**src/verilog/fea_pkg.sv**
```systemverilog
// Purpose: Shared constants for the fault event annunciator.
// Assumes: 200 MHz pclk.
// Notes:   Timing figures are kept in their own units and converted here.
package fea_pkg;
  localparam int unsigned CLK_MHZ = 200;
  localparam int unsigned NUM_FAULTS = 8;
  localparam int unsigned HIST_DEPTH = 50;
  localparam int unsigned REG_OFS_STATUS = 32'h0;
  localparam int unsigned REG_OFS_MASK = 32'h4;
  localparam int unsigned REG_OFS_ACTIVE = 32'h8;
  localparam int unsigned REG_OFS_CTRL = 32'hc;
  localparam int unsigned REG_OFS_HCOUNT = 32'h10;
  localparam int unsigned REG_OFS_HSEL = 32'h14;
  localparam int unsigned REG_OFS_HDATA = 32'h18;
  localparam int unsigned REG_OFS_FTC = 32'h1c;
  localparam logic [31:0] FTC_RESET = 32'h0098_9680;
  localparam int unsigned PULSE_ON_US = 250;
  localparam int unsigned PULSE_OFF_US = 250;
  localparam int unsigned DIGIT_GAP_US = 1000;
  localparam int unsigned CODE_GAP_US = 3000;
  localparam int unsigned BLINK_MS = 500;
  localparam int unsigned PULSE_ON_CYC = PULSE_ON_US * CLK_MHZ;
  localparam int unsigned PULSE_OFF_CYC = PULSE_OFF_US * CLK_MHZ;
  localparam int unsigned DIGIT_GAP_CYC = DIGIT_GAP_US * CLK_MHZ;
  localparam int unsigned CODE_GAP_CYC = CODE_GAP_US * CLK_MHZ;
  localparam int unsigned BLINK_CYC = BLINK_MS * 1000 * CLK_MHZ;
  // Fault index order is also the flash rotation order, index 0 first after reset.
  localparam int unsigned F_CHKSUM = 0;
  localparam int unsigned F_CTLBAT = 1;
  localparam int unsigned F_XFER = 2;
  localparam int unsigned F_RETX = 3;
  localparam int unsigned F_CHARGER = 4;
  localparam int unsigned F_NETBAT = 5;
  localparam int unsigned F_NETCOM = 6;
  localparam int unsigned F_NONFAULT = 7;
  localparam logic [15:0] CODE_CHKSUM = 16'h0343;
  localparam logic [15:0] CODE_CTLBAT = 16'h0441;
  localparam logic [15:0] CODE_XFER = 16'h1113;
  localparam logic [15:0] CODE_RETX = 16'h1114;
  localparam logic [15:0] CODE_CHARGER = 16'h0597;
  localparam logic [15:0] CODE_NETBAT = 16'h0477;
  localparam logic [15:0] CODE_NETCOM = 16'h1468;
  localparam logic [15:0] CODE_NONFAULT = 16'h0000;
  typedef enum logic [2:0] {FEA_IDLE, FEA_ON, FEA_OFF, FEA_DGAP, FEA_CGAP} fea_flash_e;
  typedef enum logic [2:0] {FEA_X_IDLE, FEA_X_LEG1, FEA_X_LEG2} fea_xfer_e;
endpackage

```
**src/verilog/fea_hist_mem.sv**
```systemverilog
// Purpose: Event history storage with registered read data.
// Assumes: One write and one read port on pclk.
// Notes:   Entries hold a fault flag and a BCD code.
`timescale 1ns/100ps
`default_nettype none
module fea_hist_mem #(
  parameter int unsigned DEPTH = 50,
  parameter int unsigned WIDTH = 17
) (
  input  wire logic                     pclk,
  input  wire logic                     wr_en,
  input  wire logic [$clog2(DEPTH)-1:0] wr_addr,
  input  wire logic [WIDTH-1:0]         wr_data,
  input  wire logic [$clog2(DEPTH)-1:0] rd_addr,
  output logic      [WIDTH-1:0]         rd_data
);
  initial begin
    if (DEPTH < 2) begin
      $error("fea_hist_mem depth too small");
    end
  end
  logic [WIDTH-1:0] mem [DEPTH];
  always_ff @(posedge pclk) begin
    if (wr_en) begin
      mem[wr_addr] <= wr_data;
    end
    rd_data <= mem[rd_addr];
  end
endmodule
`default_nettype wire

```
**src/verilog/fea_top.sv**
```systemverilog
// Purpose: Fault supervision, event history and status indicator flash-out.
// Assumes: All status inputs are asynchronous pins; pushbuttons are debounced.
// Notes:   Codes are BCD, flashed most significant digit first.
//
// Local design decisions: the APB interface to the registers and the address map.
`timescale 1ns/100ps
`default_nettype none
module fea_top #(
  parameter int unsigned DEPTH = fea_pkg::HIST_DEPTH,
  parameter int unsigned CODE_GAP_CYCLES = fea_pkg::CODE_GAP_CYC,
  parameter int unsigned DIGIT_GAP_CYCLES = fea_pkg::DIGIT_GAP_CYC,
  parameter int unsigned PULSE_ON_CYCLES = fea_pkg::PULSE_ON_CYC,
  parameter int unsigned PULSE_OFF_CYCLES = fea_pkg::PULSE_OFF_CYC,
  parameter int unsigned BLINK_CYCLES = fea_pkg::BLINK_CYC
) (
  input  wire logic        pclk,
  input  wire logic        presetn,
  input  wire logic        psel,
  input  wire logic        penable,
  input  wire logic        pwrite,
  input  wire logic [7:0]  paddr,
  input  wire logic [31:0] pwdata,
  output logic      [31:0] prdata,
  output logic             pready,
  output logic             pslverr,
  input  wire logic        checksum_done,
  input  wire logic        checksum_mismatch,
  input  wire logic        ctl_battery_low,
  input  wire logic        charger_fault,
  input  wire logic        network_link_module_batt_low,
  input  wire logic        network_link_module_comm_lost,
  input  wire logic        pos_source1,
  input  wire logic        pos_neutral,
  input  wire logic        pos_source2,
  input  wire logic        transfer_start,
  input  wire logic        retransfer_start,
  input  wire logic        reset_button,
  input  wire logic        override_button,
  output logic             status_led,
  output logic             fault_message,
  output logic             asterisk,
  output logic             irq
);
  localparam int unsigned NF = fea_pkg::NUM_FAULTS;
  localparam int unsigned AW = $clog2(DEPTH);
  localparam int unsigned NSYNC = 13;
  initial begin
    if (DEPTH < 2 || DEPTH > 255 || CODE_GAP_CYCLES < PULSE_OFF_CYCLES || PULSE_ON_CYCLES < 1 ||
        DIGIT_GAP_CYCLES < 1 || PULSE_OFF_CYCLES < 1 || BLINK_CYCLES < 1) begin
      $error("fea_top parameters out of range");
    end
  end

  typedef struct packed {
    logic [NSYNC-1:0] s1;
    logic [NSYNC-1:0] s2;
    logic [NSYNC-1:0] s2_q;
    logic [NF-1:0]    pend;
    logic [NF-1:0]    stat;
    logic [NF-1:0]    mask;
    logic [NF-1:0]    latch;
    logic             chk_seen;
    fea_pkg::fea_xfer_e xst;
    logic             xdir;
    logic [31:0]      xcnt;
    logic [31:0]      ftc;
    fea_pkg::fea_flash_e fst;
    logic [2:0]       fidx;
    logic [1:0]       dig;
    logic [3:0]       pulses;
    logic [31:0]      tcnt;
    logic [31:0]      bcnt;
    logic             blink;
    logic [AW-1:0]    wptr;
    logic [7:0]       hcount;
    logic [AW-1:0]    hsel;
    logic [2:0]       lidx;
    logic             lreq;
    logic [31:0]      rdata;
    logic [NF-1:0]    act_q;
    logic [NF-1:0]    lpend;
  } fea_state_s;

  fea_state_s st;
  fea_state_s next_st;
  logic [16:0] hrd;
  logic [16:0] hwd;
  logic [NF-1:0] active;
  logic [NF-1:0] rise;
  logic        ack;
  logic        wr;
  logic        clr;
  logic [15:0] code;

  function automatic logic [15:0] code_of(input logic [2:0] i);
    case (i)
      3'd0:    code_of = fea_pkg::CODE_CHKSUM;
      3'd1:    code_of = fea_pkg::CODE_CTLBAT;
      3'd2:    code_of = fea_pkg::CODE_XFER;
      3'd3:    code_of = fea_pkg::CODE_RETX;
      3'd4:    code_of = fea_pkg::CODE_CHARGER;
      3'd5:    code_of = fea_pkg::CODE_NETBAT;
      3'd6:    code_of = fea_pkg::CODE_NETCOM;
      default: code_of = fea_pkg::CODE_NONFAULT;
    endcase
  endfunction

  // Slot 7 is a non-fault event slot: logged, never flashed or on the interrupt, but it can light the asterisk.
  assign hwd = {st.lidx != 3'(fea_pkg::F_NONFAULT), code_of(st.lidx)};
  assign code = code_of(st.fidx);

  fea_hist_mem #(
    .DEPTH (DEPTH),
    .WIDTH (17)
  ) u_hist (
    .pclk    (pclk),
    .wr_en   (st.lreq),
    .wr_addr (st.wptr),
    .wr_data (hwd),
    .rd_addr (st.hsel),
    .rd_data (hrd)
  );

  always_comb begin
    logic [2:0] pick;
    logic [3:0] dval;
    logic [2:0] fpick;
    logic [15:0] cw;
    pick = 3'd0;
    dval = 4'd0;
    fpick = 3'd0;
    cw = 16'h0;
    next_st = st;
    next_st.s1 = {network_link_module_comm_lost, network_link_module_batt_low, charger_fault,
                  ctl_battery_low, checksum_mismatch, checksum_done, pos_source1, pos_neutral,
                  pos_source2, transfer_start, retransfer_start, reset_button, override_button};
    next_st.s2 = st.s1;
    next_st.s2_q = st.s2;
    wr = psel && penable && pwrite;
    ack = (st.s2[1] && !st.s2_q[1]) || (st.s2[0] && !st.s2_q[0]);

    // One check per reset: the strobe is only caught once.
    active = '0;
    if (st.s2[7] && !st.chk_seen) begin
      next_st.chk_seen = 1'b1;
      if (st.s2[8]) begin
        next_st.latch[fea_pkg::F_CHKSUM] = 1'b1;
      end
    end
    active[fea_pkg::F_CHKSUM] = st.latch[fea_pkg::F_CHKSUM];
    active[fea_pkg::F_CTLBAT] = st.s2[9];
    active[fea_pkg::F_CHARGER] = st.s2[10];
    active[fea_pkg::F_NETBAT] = st.s2[11];
    active[fea_pkg::F_NETCOM] = st.s2[12];
    active[fea_pkg::F_XFER] = st.latch[fea_pkg::F_XFER];
    active[fea_pkg::F_RETX] = st.latch[fea_pkg::F_RETX];
    active[fea_pkg::F_NONFAULT] = st.s2[3] || st.s2[2];

    // Fail-to-close supervision of both legs.
    case (st.xst)
      fea_pkg::FEA_X_IDLE: begin
        next_st.xcnt = '0;
        if (st.s2[3] || st.s2[2]) begin
          next_st.xdir = st.s2[2];
          next_st.xst = fea_pkg::FEA_X_LEG1;
        end
      end
      fea_pkg::FEA_X_LEG1: begin
        next_st.xcnt = st.xcnt + 32'h1;
        if (st.s2[5]) begin
          next_st.xcnt = '0;
          next_st.xst = fea_pkg::FEA_X_LEG2;
        end else if (st.xcnt >= st.ftc) begin
          next_st.latch[st.xdir ? fea_pkg::F_RETX : fea_pkg::F_XFER] = 1'b1;
          next_st.xst = fea_pkg::FEA_X_IDLE;
        end
      end
      fea_pkg::FEA_X_LEG2: begin
        next_st.xcnt = st.xcnt + 32'h1;
        if (st.xdir ? st.s2[6] : st.s2[4]) begin
          next_st.xst = fea_pkg::FEA_X_IDLE;
        end else if (st.xcnt >= st.ftc) begin
          next_st.latch[st.xdir ? fea_pkg::F_RETX : fea_pkg::F_XFER] = 1'b1;
          next_st.xst = fea_pkg::FEA_X_IDLE;
        end
      end
      default: next_st.xst = fea_pkg::FEA_X_IDLE;
    endcase
    if (ack) begin
      next_st.latch = next_st.latch & ~st.latch;
    end

    // Only a rising active bit opens a pending entry, so a lasting fault does not flash or raise fault_message again after ack.
    rise = active & ~st.act_q;
    next_st.act_q = active;
    clr = ack || (wr && paddr == 8'(fea_pkg::REG_OFS_CTRL) && pwdata[0]);
    // A new event in the acknowledge cycle still wins over the clear.
    next_st.pend = (clr ? '0 : st.pend) | (rise & {1'b0, {(NF-1){1'b1}}});
    next_st.stat = st.stat | active;
    if (wr && paddr == 8'(fea_pkg::REG_OFS_STATUS)) begin
      next_st.stat = (st.stat & ~pwdata[NF-1:0]) | active;
    end
    if (wr && paddr == 8'(fea_pkg::REG_OFS_MASK)) begin
      next_st.mask = pwdata[NF-1:0];
    end
    if (wr && paddr == 8'(fea_pkg::REG_OFS_HSEL) && pwdata < 32'(DEPTH)) begin
      next_st.hsel = pwdata[AW-1:0];
    end
    if (wr && paddr == 8'(fea_pkg::REG_OFS_FTC)) begin
      next_st.ftc = pwdata;
    end
    if (wr && paddr == 8'(fea_pkg::REG_OFS_CTRL) && pwdata[0]) begin
      next_st.latch = next_st.latch & ~st.latch;
    end

    // Several events may rise together; they queue and are logged one per cycle.
    next_st.lreq = 1'b0;
    for (int i = NF - 1; i >= 0; i--) begin
      if (st.lpend[i]) begin
        pick = 3'(i);
      end
    end
    next_st.lpend = st.lpend;
    if (|st.lpend) begin
      next_st.lidx = pick;
      next_st.lreq = 1'b1;
      next_st.lpend[pick] = 1'b0;
    end
    next_st.lpend = next_st.lpend | rise;

    // The ring overwrites its oldest entry once full.
    if (st.lreq) begin
      next_st.wptr = (st.wptr == AW'(DEPTH - 1)) ? '0 : st.wptr + AW'(1);
      if (st.hcount != 8'(DEPTH)) begin
        next_st.hcount = st.hcount + 8'h1;
      end
    end

    if (st.bcnt >= 32'(BLINK_CYCLES - 1)) begin
      next_st.bcnt = 32'h0;
      next_st.blink = !st.blink;
    end else begin
      next_st.bcnt = st.bcnt + 32'h1;
    end

    // Flash-out: one pulse per unit of a digit, short gaps between digits, a long one before
    // each repetition. The next pending fault is picked after the current one in fixed order.
    next_st.tcnt = (st.tcnt != 32'h0) ? st.tcnt - 32'h1 : 32'h0;
    fpick = st.fidx;
    for (int k = NF - 1; k >= 1; k--) begin
      if (st.pend[(int'(st.fidx) + k) % (NF - 1)]) begin
        fpick = 3'((int'(st.fidx) + k) % (NF - 1));
      end
    end
    case (st.fst)
      fea_pkg::FEA_IDLE: begin
        if (|st.pend) begin
          next_st.fst = fea_pkg::FEA_CGAP;
          next_st.tcnt = 32'(CODE_GAP_CYCLES - 1);
        end
      end
      fea_pkg::FEA_CGAP: begin
        if (st.tcnt == 32'h0) begin
          cw = code_of(fpick);
          dval = cw[15:12];
          next_st.fidx = fpick;
          next_st.dig = 2'd3;
          if (!(|st.pend)) begin
            next_st.fst = fea_pkg::FEA_IDLE;
          end else if (dval == 4'd0) begin
            next_st.fst = fea_pkg::FEA_DGAP;
            next_st.tcnt = 32'(DIGIT_GAP_CYCLES - 1);
          end else begin
            next_st.fst = fea_pkg::FEA_ON;
            next_st.pulses = dval;
            next_st.tcnt = 32'(PULSE_ON_CYCLES - 1);
          end
        end
      end
      fea_pkg::FEA_ON: begin
        if (st.tcnt == 32'h0) begin
          if (st.pulses > 4'd1) begin
            next_st.fst = fea_pkg::FEA_OFF;
            next_st.pulses = st.pulses - 4'd1;
            next_st.tcnt = 32'(PULSE_OFF_CYCLES - 1);
          end else begin
            next_st.fst = fea_pkg::FEA_DGAP;
            next_st.tcnt = 32'(DIGIT_GAP_CYCLES - 1);
          end
        end
      end
      fea_pkg::FEA_OFF: begin
        if (st.tcnt == 32'h0) begin
          next_st.fst = fea_pkg::FEA_ON;
          next_st.tcnt = 32'(PULSE_ON_CYCLES - 1);
        end
      end
      fea_pkg::FEA_DGAP: begin
        if (st.tcnt == 32'h0) begin
          cw = code >> {st.dig - 2'd1, 2'b00};
          dval = cw[3:0];
          if (st.dig == 2'd0) begin
            next_st.fst = fea_pkg::FEA_CGAP;
            next_st.tcnt = 32'(CODE_GAP_CYCLES - 1);
          end else if (dval == 4'd0) begin
            next_st.dig = st.dig - 2'd1;
            next_st.tcnt = 32'(DIGIT_GAP_CYCLES - 1);
          end else begin
            next_st.dig = st.dig - 2'd1;
            next_st.fst = fea_pkg::FEA_ON;
            next_st.pulses = dval;
            next_st.tcnt = 32'(PULSE_ON_CYCLES - 1);
          end
        end
      end
      default: begin
        next_st.fst = fea_pkg::FEA_IDLE;
      end
    endcase
    if (clr) begin
      next_st.fst = fea_pkg::FEA_IDLE;
    end

    // Read data is captured in the setup cycle and stands through the access phase.
    if (psel && !penable) begin
      case (paddr)
        8'(fea_pkg::REG_OFS_STATUS): next_st.rdata = 32'(st.stat);
        8'(fea_pkg::REG_OFS_MASK):   next_st.rdata = 32'(st.mask);
        8'(fea_pkg::REG_OFS_ACTIVE): next_st.rdata = 32'(active);
        8'(fea_pkg::REG_OFS_HCOUNT): next_st.rdata = 32'(st.hcount);
        8'(fea_pkg::REG_OFS_HSEL):   next_st.rdata = 32'(st.hsel);
        8'(fea_pkg::REG_OFS_HDATA):  next_st.rdata = 32'(hrd);
        8'(fea_pkg::REG_OFS_FTC):    next_st.rdata = st.ftc;
        default:                     next_st.rdata = 32'h0;
      endcase
    end
  end

  assign prdata = st.rdata;
  assign pready = psel && penable;
  assign pslverr = psel && penable && (paddr[1:0] != 2'h0 || paddr > 8'(fea_pkg::REG_OFS_FTC));
  assign status_led = (st.fst == fea_pkg::FEA_ON);
  assign fault_message = |st.pend;
  assign asterisk = st.blink && (|st.act_q);
  // The non-fault slot is logged and can light the asterisk; it never raises the interrupt.
  assign irq = |(st.stat & st.mask & {1'b0, {(NF-1){1'b1}}});

  always_ff @(posedge pclk or negedge presetn) begin
    if (!presetn) begin
      st <= '0;
      st.ftc <= fea_pkg::FTC_RESET;
      st.fidx <= 3'(NF - 2);
    end else begin
      st <= next_st;
    end
  end
endmodule
`default_nettype wire
```
**config.mk**
```make
export PLATFORM = sky130hd
export DESIGN_NAME = fea_top
export DESIGN_NICKNAME = d
export VERILOG_FILES = /design/src/verilog/fea_pkg.sv /design/src/verilog/fea_hist_mem.sv /design/src/verilog/fea_top.sv
export SDC_FILE = /design/constraint.sdc
export NUM_CORES = 1
export LEC_CHECK = 0
export BUFFER_PORTS_ARGS = -buffer_cell sky130_fd_sc_hd__buf_4
export CAP_MARGIN = 5
export CORE_MARGIN = 2
export CORE_UTILIZATION = 65
export DETAILED_ROUTE_END_ITERATION = 6
export PLACE_DENSITY = 0.82
export SLEW_MARGIN = 10
export SYNTH_ARGS = -nofsm -noshare
export SYNTH_HDL_FRONTEND = slang
export SYNTH_SLANG_ARGS = --single-unit
```
**constraint.sdc**
```tcl
create_clock -name pclk -period 9.3 [get_ports pclk]
set_clock_uncertainty 0.1 [all_clocks]
set_input_delay 0.93 -clock pclk [delete_from_list [all_inputs] [get_ports pclk]]
set_output_delay 0.93 -clock pclk [all_outputs]
set_load 0.03 [all_outputs]
```
# After elaboration in Yosys (flattened, before gate mapping)
# Memories as Yosys holds them, arrays and structs flattened. A register that Yosys moved wholly into a read port is not among the register bits.
# Cells that the tools add are included.
[word_totals] mem_bits_rw=700 wordCells=275 n_memories=1 ff_bits=295 output_inout_bits=38
[memory_table] name="u_hist.mem" words=50 word_bits=14 read_ports=1 rd_clocked_by_memory_dff=1 write_ports=1 line="fea_hist_mem.sv:22" source="logic [WIDTH-1:0] mem [DEPTH];"
[op_classes] n_eq_ne=49 n_mux=93 n_lt_le_gt_ge=16 n_reduce_logical=51 n_div=7 n_bitwise=15 shifts=1 add_sub_neg=14
[op_table] operator="$pmux 13 s7" count=3
[op_table] operator="$lt 32x4->1 const B" count=7
[op_table] operator="$mod 32x3->32 const B" count=7
[op_table] operator="$pmux 32 s7" count=1
[op_table] operator="$mux 32" count=5
[op_table] operator="$pmux 32 s5" count=1
[op_table] operator="$pmux 32 s3" count=1
[op_table] operator="$mux 3" count=25
[op_table] operator="$mux 36" count=2
[op_table] operator="$add 32x1->32 const B" count=2
[op_table] operator="$mux 8" count=8
[op_table] operator="$mux 18" count=3
[op_table] operator="$mux 44" count=1
[op_table] operator="$and 8x8->8" count=5
[op_table] operator="$mux 38" count=1
[op_table] operator="$eq 8x5->1 const B" count=4
[op_table] operator="$ge 32x27->1 const B" count=1
[op_table] operator="$ge 32x32->1" count=1
[op_table] operator="$logic_not 32->1" count=1
[op_table] operator="$lt 32x6->1 const B" count=1
[op_table] operator="$mux 16" count=2
[op_table] operator="$not 8->8" count=4
[op_table] operator="$or 8x8->8" count=4
[op_table] operator="$reduce_bool 32->1" count=1
[op_table] operator="other kinds (56)" count=155

# Logic depth before layout (Yosys ltp)
# Gate-level depths: netlist (run 1).
[depth] ltp_word=21 ltp_mapped=24 mapped_depth_nobuf=21

# Modules after synthesis
# Synthesis (run 1) repeated with hierarchy kept, for this count alone.
[hier_totals] cells_unflattened=3464 hier_area_um2=49567.5
[modules_own_cells] mod="fea_hist_mem" area_each_um2=33667.3 cells_each=1758 n_inst=1 seq_area_each_um2=25864.8
[modules_own_cells] mod="fea_top" area_each_um2=15900.2 cells_each=1706 n_inst=1 seq_area_each_um2=6819.0

# Least setup slack after synthesis (run 1)
# Ideal clock, no wire load.
[synth_path] path_type="reg-to-reg" startpoint="reg st[143] (netlist bit)" endpoint="reg st[139] (netlist bit)" setup_ns=0.103 required_time_ns=9.097 n_path_buf=4 arrival_time_ns=5.474 stages_incl_launch_ff=24 synth_period_minus_slack_ns=5.678 slack_ns=3.622 cell_sequence="dfrtp_1 buf_2 buf_2 buf_2 clkbuf_1 inv_1 ha_1 ha_1 ha_1 nand2b_1 a311o_1 nand3_1 ha_1 o311ai_4 and3_4 mux2i_1 a311o_1 nand2_1 a221o_1 o31ai_2 o211ai_2 and2_4 o31a_1 o41ai_2"
[synth_via] elab_chain_len=18 elab_cells_between_ends=63
[synth_rtl] element="start: declaration" line="fea_top.sv:84" source="fea_state_s st;"
[synth_rtl] element="start signal: assignment" line="fea_top.sv:354" source="st <= next_st;"
[synth_rtl] element="$add 3x3->4" line="fea_top.sv:251, fea_top.sv:252"
[synth_rtl] element="$mod 32x3->32" line="fea_top.sv:251, fea_top.sv:252"
[synth_rtl] element="$bmux 1 s3" line="fea_top.sv:251" source="if (st.pend[(int'(st.fidx) + k) % (NF - 1)]) begin"
[synth_rtl] element="$mux 1 (not written as such)" line="fea_top.sv:251"
[synth_rtl] element="$mux 3 (7 in series)" line="fea_top.sv:251"
[synth_rtl] element="$eq 3x3->1 (tied with other cells)" line="fea_top.sv:96" source="case (i)"
[synth_rtl] element="$pmux 13 s7" line="fea_top.sv:96"
[synth_rtl] element="$mux 16" line="fea_top.sv:263" source="if (st.tcnt == 32'h0) begin"
[synth_rtl] element="$mux 16" line="fea_top.sv:255" source="case (st.fst)"
[synth_rtl] element="$logic_not 4->1" line="fea_top.sv:270" source="end else if (dval == 4'd0) begin"
[synth_rtl] element="$ne 2x2->1 (no source line)"
[synth_rtl] element="$reduce_and 9->1 (no source line)"
# Several ways; a longest one is shown, not always the timed one. The select of a mux whose other input is x is not followed.
# A chain may end at the register's enable or synchronous reset.

# Final worst setup path (run 1)
[layout_path] startpoint="reg st[144] (netlist bit)" endpoint="reg st[139] (netlist bit)"
# Same word-level chain as after synthesis.

==> results.toml, run 1 <==
[timing]
min_period_ns = 6.33
final-max-slew-violation-count = 0
fin_ws_ns = 2.97
fin_setup_tns_ns = 0
finalHoldViolCount = 0
worst_pin_slew_ns = 1.27
fin_crit_sh_pct = 68.1
setup_viol = 0
max_slew_margin_pct = 14.7
max_freq_ghz = 0.158
rsz0062_at_grt = "no"

[yosys]
yosysUniqueCellTypes = 98
netlist.area_leader.share_pct = 47.4
synth-edff-count = 650
netlist_instances = 2718
yosysWarnings = 0
yosys_register_bits = 935
synth_ff_type = "edfxtp_1"
synthTopCellsByArea = "edfxtp_1 (47%), dfrtp_1 (16%), mux4_2 (11%)"
syn_area_per_cell_um2 = 15.2
postSynth.asyncResetShare_pct = 29.1
synth_area_um2 = 41200
synth-seq-area-share_pct = 64.6
yosysTopAreaCell = "edfxtp_1"

[floorplanning]
die_w_um = 256
die_area_um2 = 65400
chipHeight_um = 256
start_util_pct = 65.5
rows = 92
core_area_um2 = 62900
io_pins = 96

[clocking]
ctsRootBufferMaster = "clkbuf_16"
max-clock-path-buffers = 3
cts_hold_repair.buffers = 0
insertion_delay_ns = 0.67
numCtsBuffers = 89
cts_sinks = 935
cts_setup_buffers = 0
htree_num_levels = 3
cts-resized-gates = 0
cts_tree = "yes"
clk_pin_slew_ns = 0.07

[finish]
finalInstanceArea_um2 = 45900
nets = 2935
seq_area_um2 = 26600
drive_above_1_share_pct = 22.3
multi_input_area_um2 = 13700
syn2layout_area_growth_pct = 11.4
fillers = 3612
post-route-util_pct = 73.0

[routing]
wirelength_um = 107000
drc_errors = 0
ant_nets = 0
drtIter0Drc = 3445
firstDrtPassIters = 6
viasPerCell = 6.88
dr_total_vias = 25600
avgRoutedWirePerCell_um = 28.8

[place]
dp_hpwl_um = 63300
post-place-ws_ns = 3.01
placed_cell_area_um2 = 42800
gp_congestion = 0.901
io_buffers = 95

[power]
p_total_uw = 10600
vdd_drop_max_uv = 169
leakagePower_uw = 0.0162
power_density_nw_per_um2 = 230

[setup_path]
worstSetupPathType = "reg -> reg"
endpoint_kind = "flip-flop"
cp.arrival_ns = 6.78
cp_data_required_time_ns = 9.75
cp_max_fo = 24
ff2ff_setup_slack_ns = 2.97
cp-startpoint = "st[144]"
cp-start-kind = "flip-flop"
r2r-start = "st[144]"

[status]
outcome = "finished clean"

[global_route]
grt.overflow.total = 0
grt_pass1_vias = 25600
antenna_found_initial = 6
grt_max_degree = 116
grt_pass1_wl_um = 163000
grt_usage_pct = 33.3

[hold_path]
min_from = "next_st[264]"
holdCritPathClass = "reg -> reg"

[run]
cap_violations = 0
[synth_stat cells (10+ instances only)]
library cell    n
mux2_2         67
and3_1         16
buf_4          33
xnor2_1        42
edfxtp_1      650
a21oi_1        71
xor2_1         48
nand2_1       176
a21o_1         26
dfstp_2        10
or3_1          25
mux4_2        210
o21ai_0       112
a221oi_1       14
nor3_1         36
mux2i_1        31
nor4_1         25
nand2b_1       31
nand4_1        30
clkbuf_1       81
inv_1          82
buf_1          30
dfxtp_1        13
dfrtp_1       262
ha_1           74
nor2_1        190
nand3_1        57
a31oi_1        23
and2_1         13
nor2b_1        22
[path summary, 6_finish.rpt]
| check | to | cells after the start |
|---|---|---|
| worst max-delay path | st[139] | 19 |
| min in group asynchronous | next_st[258] | 1 |
| worst min-delay path | next_st[251] | 0 |
| worst min register to register | next_st[251] | 0 |
| worst max register to register | st[139] | 19 |
| max in group asynchronous | st[146] | 2 |
[critical path, stage by stage (launching register included)]
cell and delay [ns]:
dfstp_2 0.90, inv_1 0.32, ha_1 0.65, ha_1 0.24, ha_1 0.32, nand2b_1 0.23
o22a_1 0.17, nand3_1 0.13, ha_1 0.27, o311ai_4 0.11, and3_4 0.26, mux2i_1 0.35
a311o_1 0.35, nand2_1 0.08, a221o_1 0.39, o31ai_2 0.33, o211ai_2 0.26, and2_4 0.25
o31a_1 0.29, o41ai_2 0.20
[layout make-up]
cell class                 instances  share of cell area [%]
multi-input combinational       1548                    29.9
tap                              846                    2.31
sequential                       935                    58.0
clock inverter                    48                    1.21
timing repair buffer             145                    2.49
inverter                          84                   0.693
antenna                            2                  0.0109
clock buffer                     115                    5.38
[flip-flops by register name (all words and copies together), names as in the netlist]
signal / flops
prdata: 32
u_hist.rd_data: 13
u_hist.mem: 650
next_st: 22
active: 7
st: 211
[where the power goes]
part	switching [µW]	internal [µW]
Combinational	1010	403
Sequential	263	5110
Clock	1610	2160
[layout by cell type, fill, tap and decap left out, types with 11 or more instances in the layout]
cell type / netlist / routed
edfxtp_1: 650 / 650
dfrtp_1: 262 / 259
mux4_2: 210 / 210
nand2_1: 176 / 176
nor2_1: 190 / 167
buf_4: 33 / 141
o21ai_0: 112 / 111
clkbuf_16: 0 / 91
inv_1: 82 / 82
ha_1: 74 / 74
a21oi_1: 71 / 69
mux2_2: 67 / 67
nand3_1: 57 / 56
xor2_1: 48 / 47
xnor2_1: 42 / 41
nor3_1: 36 / 34
nand2b_1: 31 / 30
nand4_1: 30 / 30
mux2i_1: 31 / 30
a21o_1: 26 / 26
nor4_1: 25 / 25
or3_1: 25 / 25
a31oi_1: 23 / 23
nor2_2: 0 / 22
nor2b_1: 22 / 21
and3_1: 16 / 16
a221oi_1: 14 / 14
clkbuf_1: 81 / 14
and2_1: 13 / 13
dfxtp_1: 13 / 13
clkinv_1: 1 / 12
clkinv_2: 0 / 11
[stage by stage]
stage,hold slack (ns),std cells
final,0.248,3723
after global placement,0.237,3555
after global routing,0.259,3721
after floorplan,0.231,2723
after detailed placement,0.236,3555
after CTS,0.251,3718
[routing by layer]
layer / up-vias / part of all wire [%] / track usage, %
li1: 10600 / - / -
met1: 13000 / 38 / 45.1
met2: 1683 / 49 / 54.2
met3: 328 / 8.9 / 6.38
met4: 6 / 4.3 / 13.1
met5: - / 0.038 / 0
[kinds of logic (layout without fill, tap and decap cells)]
logic type               Yosys count  count (layout)  share of synthesized area (%)
AND/OR/NAND/NOR                  672             672                           7.91
flip-flops                       935             935                           64.6
multiplexers                     308             308                           14.1
AO/OA/AOI/OAI                    396             396                           6.59
XOR/XNOR                          92              92                           2.02
buffers and inverters            240             392                           2.58
adder cells (fa/ha/maj)           74              74                           2.25
other                              1               8                        0.00910
No activity file was read; power rests on OpenSTA's default activity.
==> run 2, diff against run 1 <==
Settings changed: CORE_UTILIZATION 65 to 63, PLACE_DENSITY 0.82 to 0.8.
Clock period 9.3 ns to 6.5 ns, I/O delays scaled along.
==> results.toml, run 2 (same netlist as run 1, synthesis figures left out) <==
[status]
outcome = "finished, violations left"
violations = "design-rule violations"

[timing]
holdWs_ns = 0.0259
rsz0062_at_grt = "no"
worst_pin_slew_ns = 1.25
fin_crit_sh_pct = 93.2
max_freq_ghz = 0.165
fin_setup_tns_ns = 0
setup_viol = 0
finalHoldViolCount = 0
max_slew_margin_pct = 16.6
min_period_ns = 6.06
final-max-slew-violation-count = 0

[place]
gp_congestion = 0.904
dp_hpwl_um = 61400
io_buffers = 95
dp_cells = 3578

[global_route]
grt_usage_pct = 31.8
grt_pass1_wl_um = 159000
grt_pass1_vias = 25600
grt.overflow.total = 0
grt_max_degree = 114
antenna_found_initial = 1

[floorplanning]
core_area_um2 = 64600
rows = 93
die_w_um = 260
start_util_pct = 63.8
die_area_um2 = 67400
io_pins = 96
chipHeight_um = 260

[power]
swShare_pct = 27.3
clockPowerShare_pct = 36.5
p_total_uw = 15200
power_frac_comb_pct = 13.2
power.internal_uw = 11100
vdd_drop_max_uv = 277
leakagePower_uw = 0.0165
power_density_nw_per_um2 = 330
p_seq_share_pct = 50.3
p_sw_uw = 4160

[clocking]
numCtsBuffers = 93
cts-resized-gates = 0
clk_pin_slew_ns = 0.06
max-clock-path-buffers = 3
insertion_delay_ns = 0.68
cts_tree = "yes"
htree_num_levels = 3
cts_sinks = 935
ctsRootBufferMaster = "clkbuf_16"
cts_setup_buffers = 0
cts_hold_repair.buffers = 10

[finish]
syn2layout_area_growth_pct = 12.3
drive_above_1_share_pct = 22.3
largest_reg_flops = 650
final_cell_mix = "edfxtp_1 (650), dfrtp_1 (259), mux4_2 (210)"
top_register = "u_hist.mem"
layout_commonest_cell = "edfxtp_1"
nets = 2964
fillers = 3811
stdcell_count = 3768

[setup_path]
cp_data_required_time_ns = 6.95
endpoint_kind = "flip-flop"
cp_max_fo = 15
worstSetupPathType = "reg -> reg"
cp.arrival_ns = 6.51
cp-start-kind = "flip-flop"

[routing]
viasPerCell = 6.74
avgRoutedWirePerCell_um = 28.0
wirelength_um = 105000
dr_total_vias = 25400
drtIter0Drc = 3731
ant_nets = 0
drc_errors = 3
firstDrtPassIters = 7

[hold_path]
holdCritPathClass = "in -> reg"

[run]
cap_violations = 0
[run 2: cell types whose count changed in the layout (fill, tap and decap cells not counted), sizes merged]
cell / before / now
clkinv: 27 / 33
bufinv: 10 / 9
diode: 2 / 1
clkbuf: 115 / 125
buf: 145 / 159
clkinvlp: 8 / 4
dlygate4sd3: 0 / 11
inv: 87 / 88
[run 2: power by group through the flow]
| stage | clock network, µW | logic, µW | registers [µW] |
|---|---|---|---|
| after floorplan | 0 | 1170 | 7570 |
| after global placement | 0 | 1760 | 7690 |
| after detailed placement | 0 | 1880 | 7740 |
| after CTS | 5600 | 1960 | 7660 |
| after global routing | 5820 | 2150 | 7700 |
| final | 5560 | 2020 | 7670 |
[run 2: path summary, 6_finish.rpt]
path | startpoint | slack (ns) | to | cells past startpoint
min in group asynchronous | presetn | 0.56 | next_st[257] | 2
max in group asynchronous | presetn | 4.14 | st[190] | 3
worst min register to register | next_st[263] | 0.25 | next_st[250] | 0
worst min-delay path | checksum_done | 0.03 | next_st[270] | 1
worst max-delay path | st[144] | 0.44 | st[139] | 20
worst max register to register | st[144] | 0.44 | st[139] | 20
[run 2: per-stage QoR]
step                util (%)  setup slack (ns)  instance area (µm²)
floorplan                  -             0.822                41200
global placement        66.4             0.699                42900
detailed placement      66.4             0.518                42900
CTS                     71.5             0.517                46200
global route            71.6             0.210                46300
finish                  71.6             0.443                46300
[run 2: final cells by class]
type,instances,area [µm²],area share [%]
Tap cell,855,1070,2.31
Clock inverter,50,589,1.27
Antenna cell,1,2.50,0.00541
Clock buffer,125,2590,5.60
Multi-Input combinational cell,1548,13700,29.6
Sequential cell,935,26600,57.5
Inverter,84,318,0.687
Timing Repair Buffer,170,1390,3.01
[run 2: per-layer routing]
metal  vias to the layer above  GRT usage [%]  wire length [µm]
met4                         0           11.3              3980
met3                       285           5.50              9330
met2                      1633           52.4             52300
met5                         -              0                 0
met1                     12800           43.2             39900
li1                      10700              -                 -
[run 2: critical path, cell delays in order, from the launching register on]
cell,delay [ns]
dfstp_2,0.70
ha_1,0.42
xor2_4,0.29
inv_4,0.09
ha_1,0.21
ha_1,0.29
nand2b_1,0.23
a311o_1,0.30
nand3_1,0.16
ha_1,0.26
o311ai_4,0.14
and3_4,0.19
mux2i_1,0.37
a311o_1,0.41
nand2_1,0.09
a221o_1,0.38
o31ai_2,0.32
o211ai_2,0.21
and2_4,0.23
o31a_1,0.31
o41ai_2,0.24
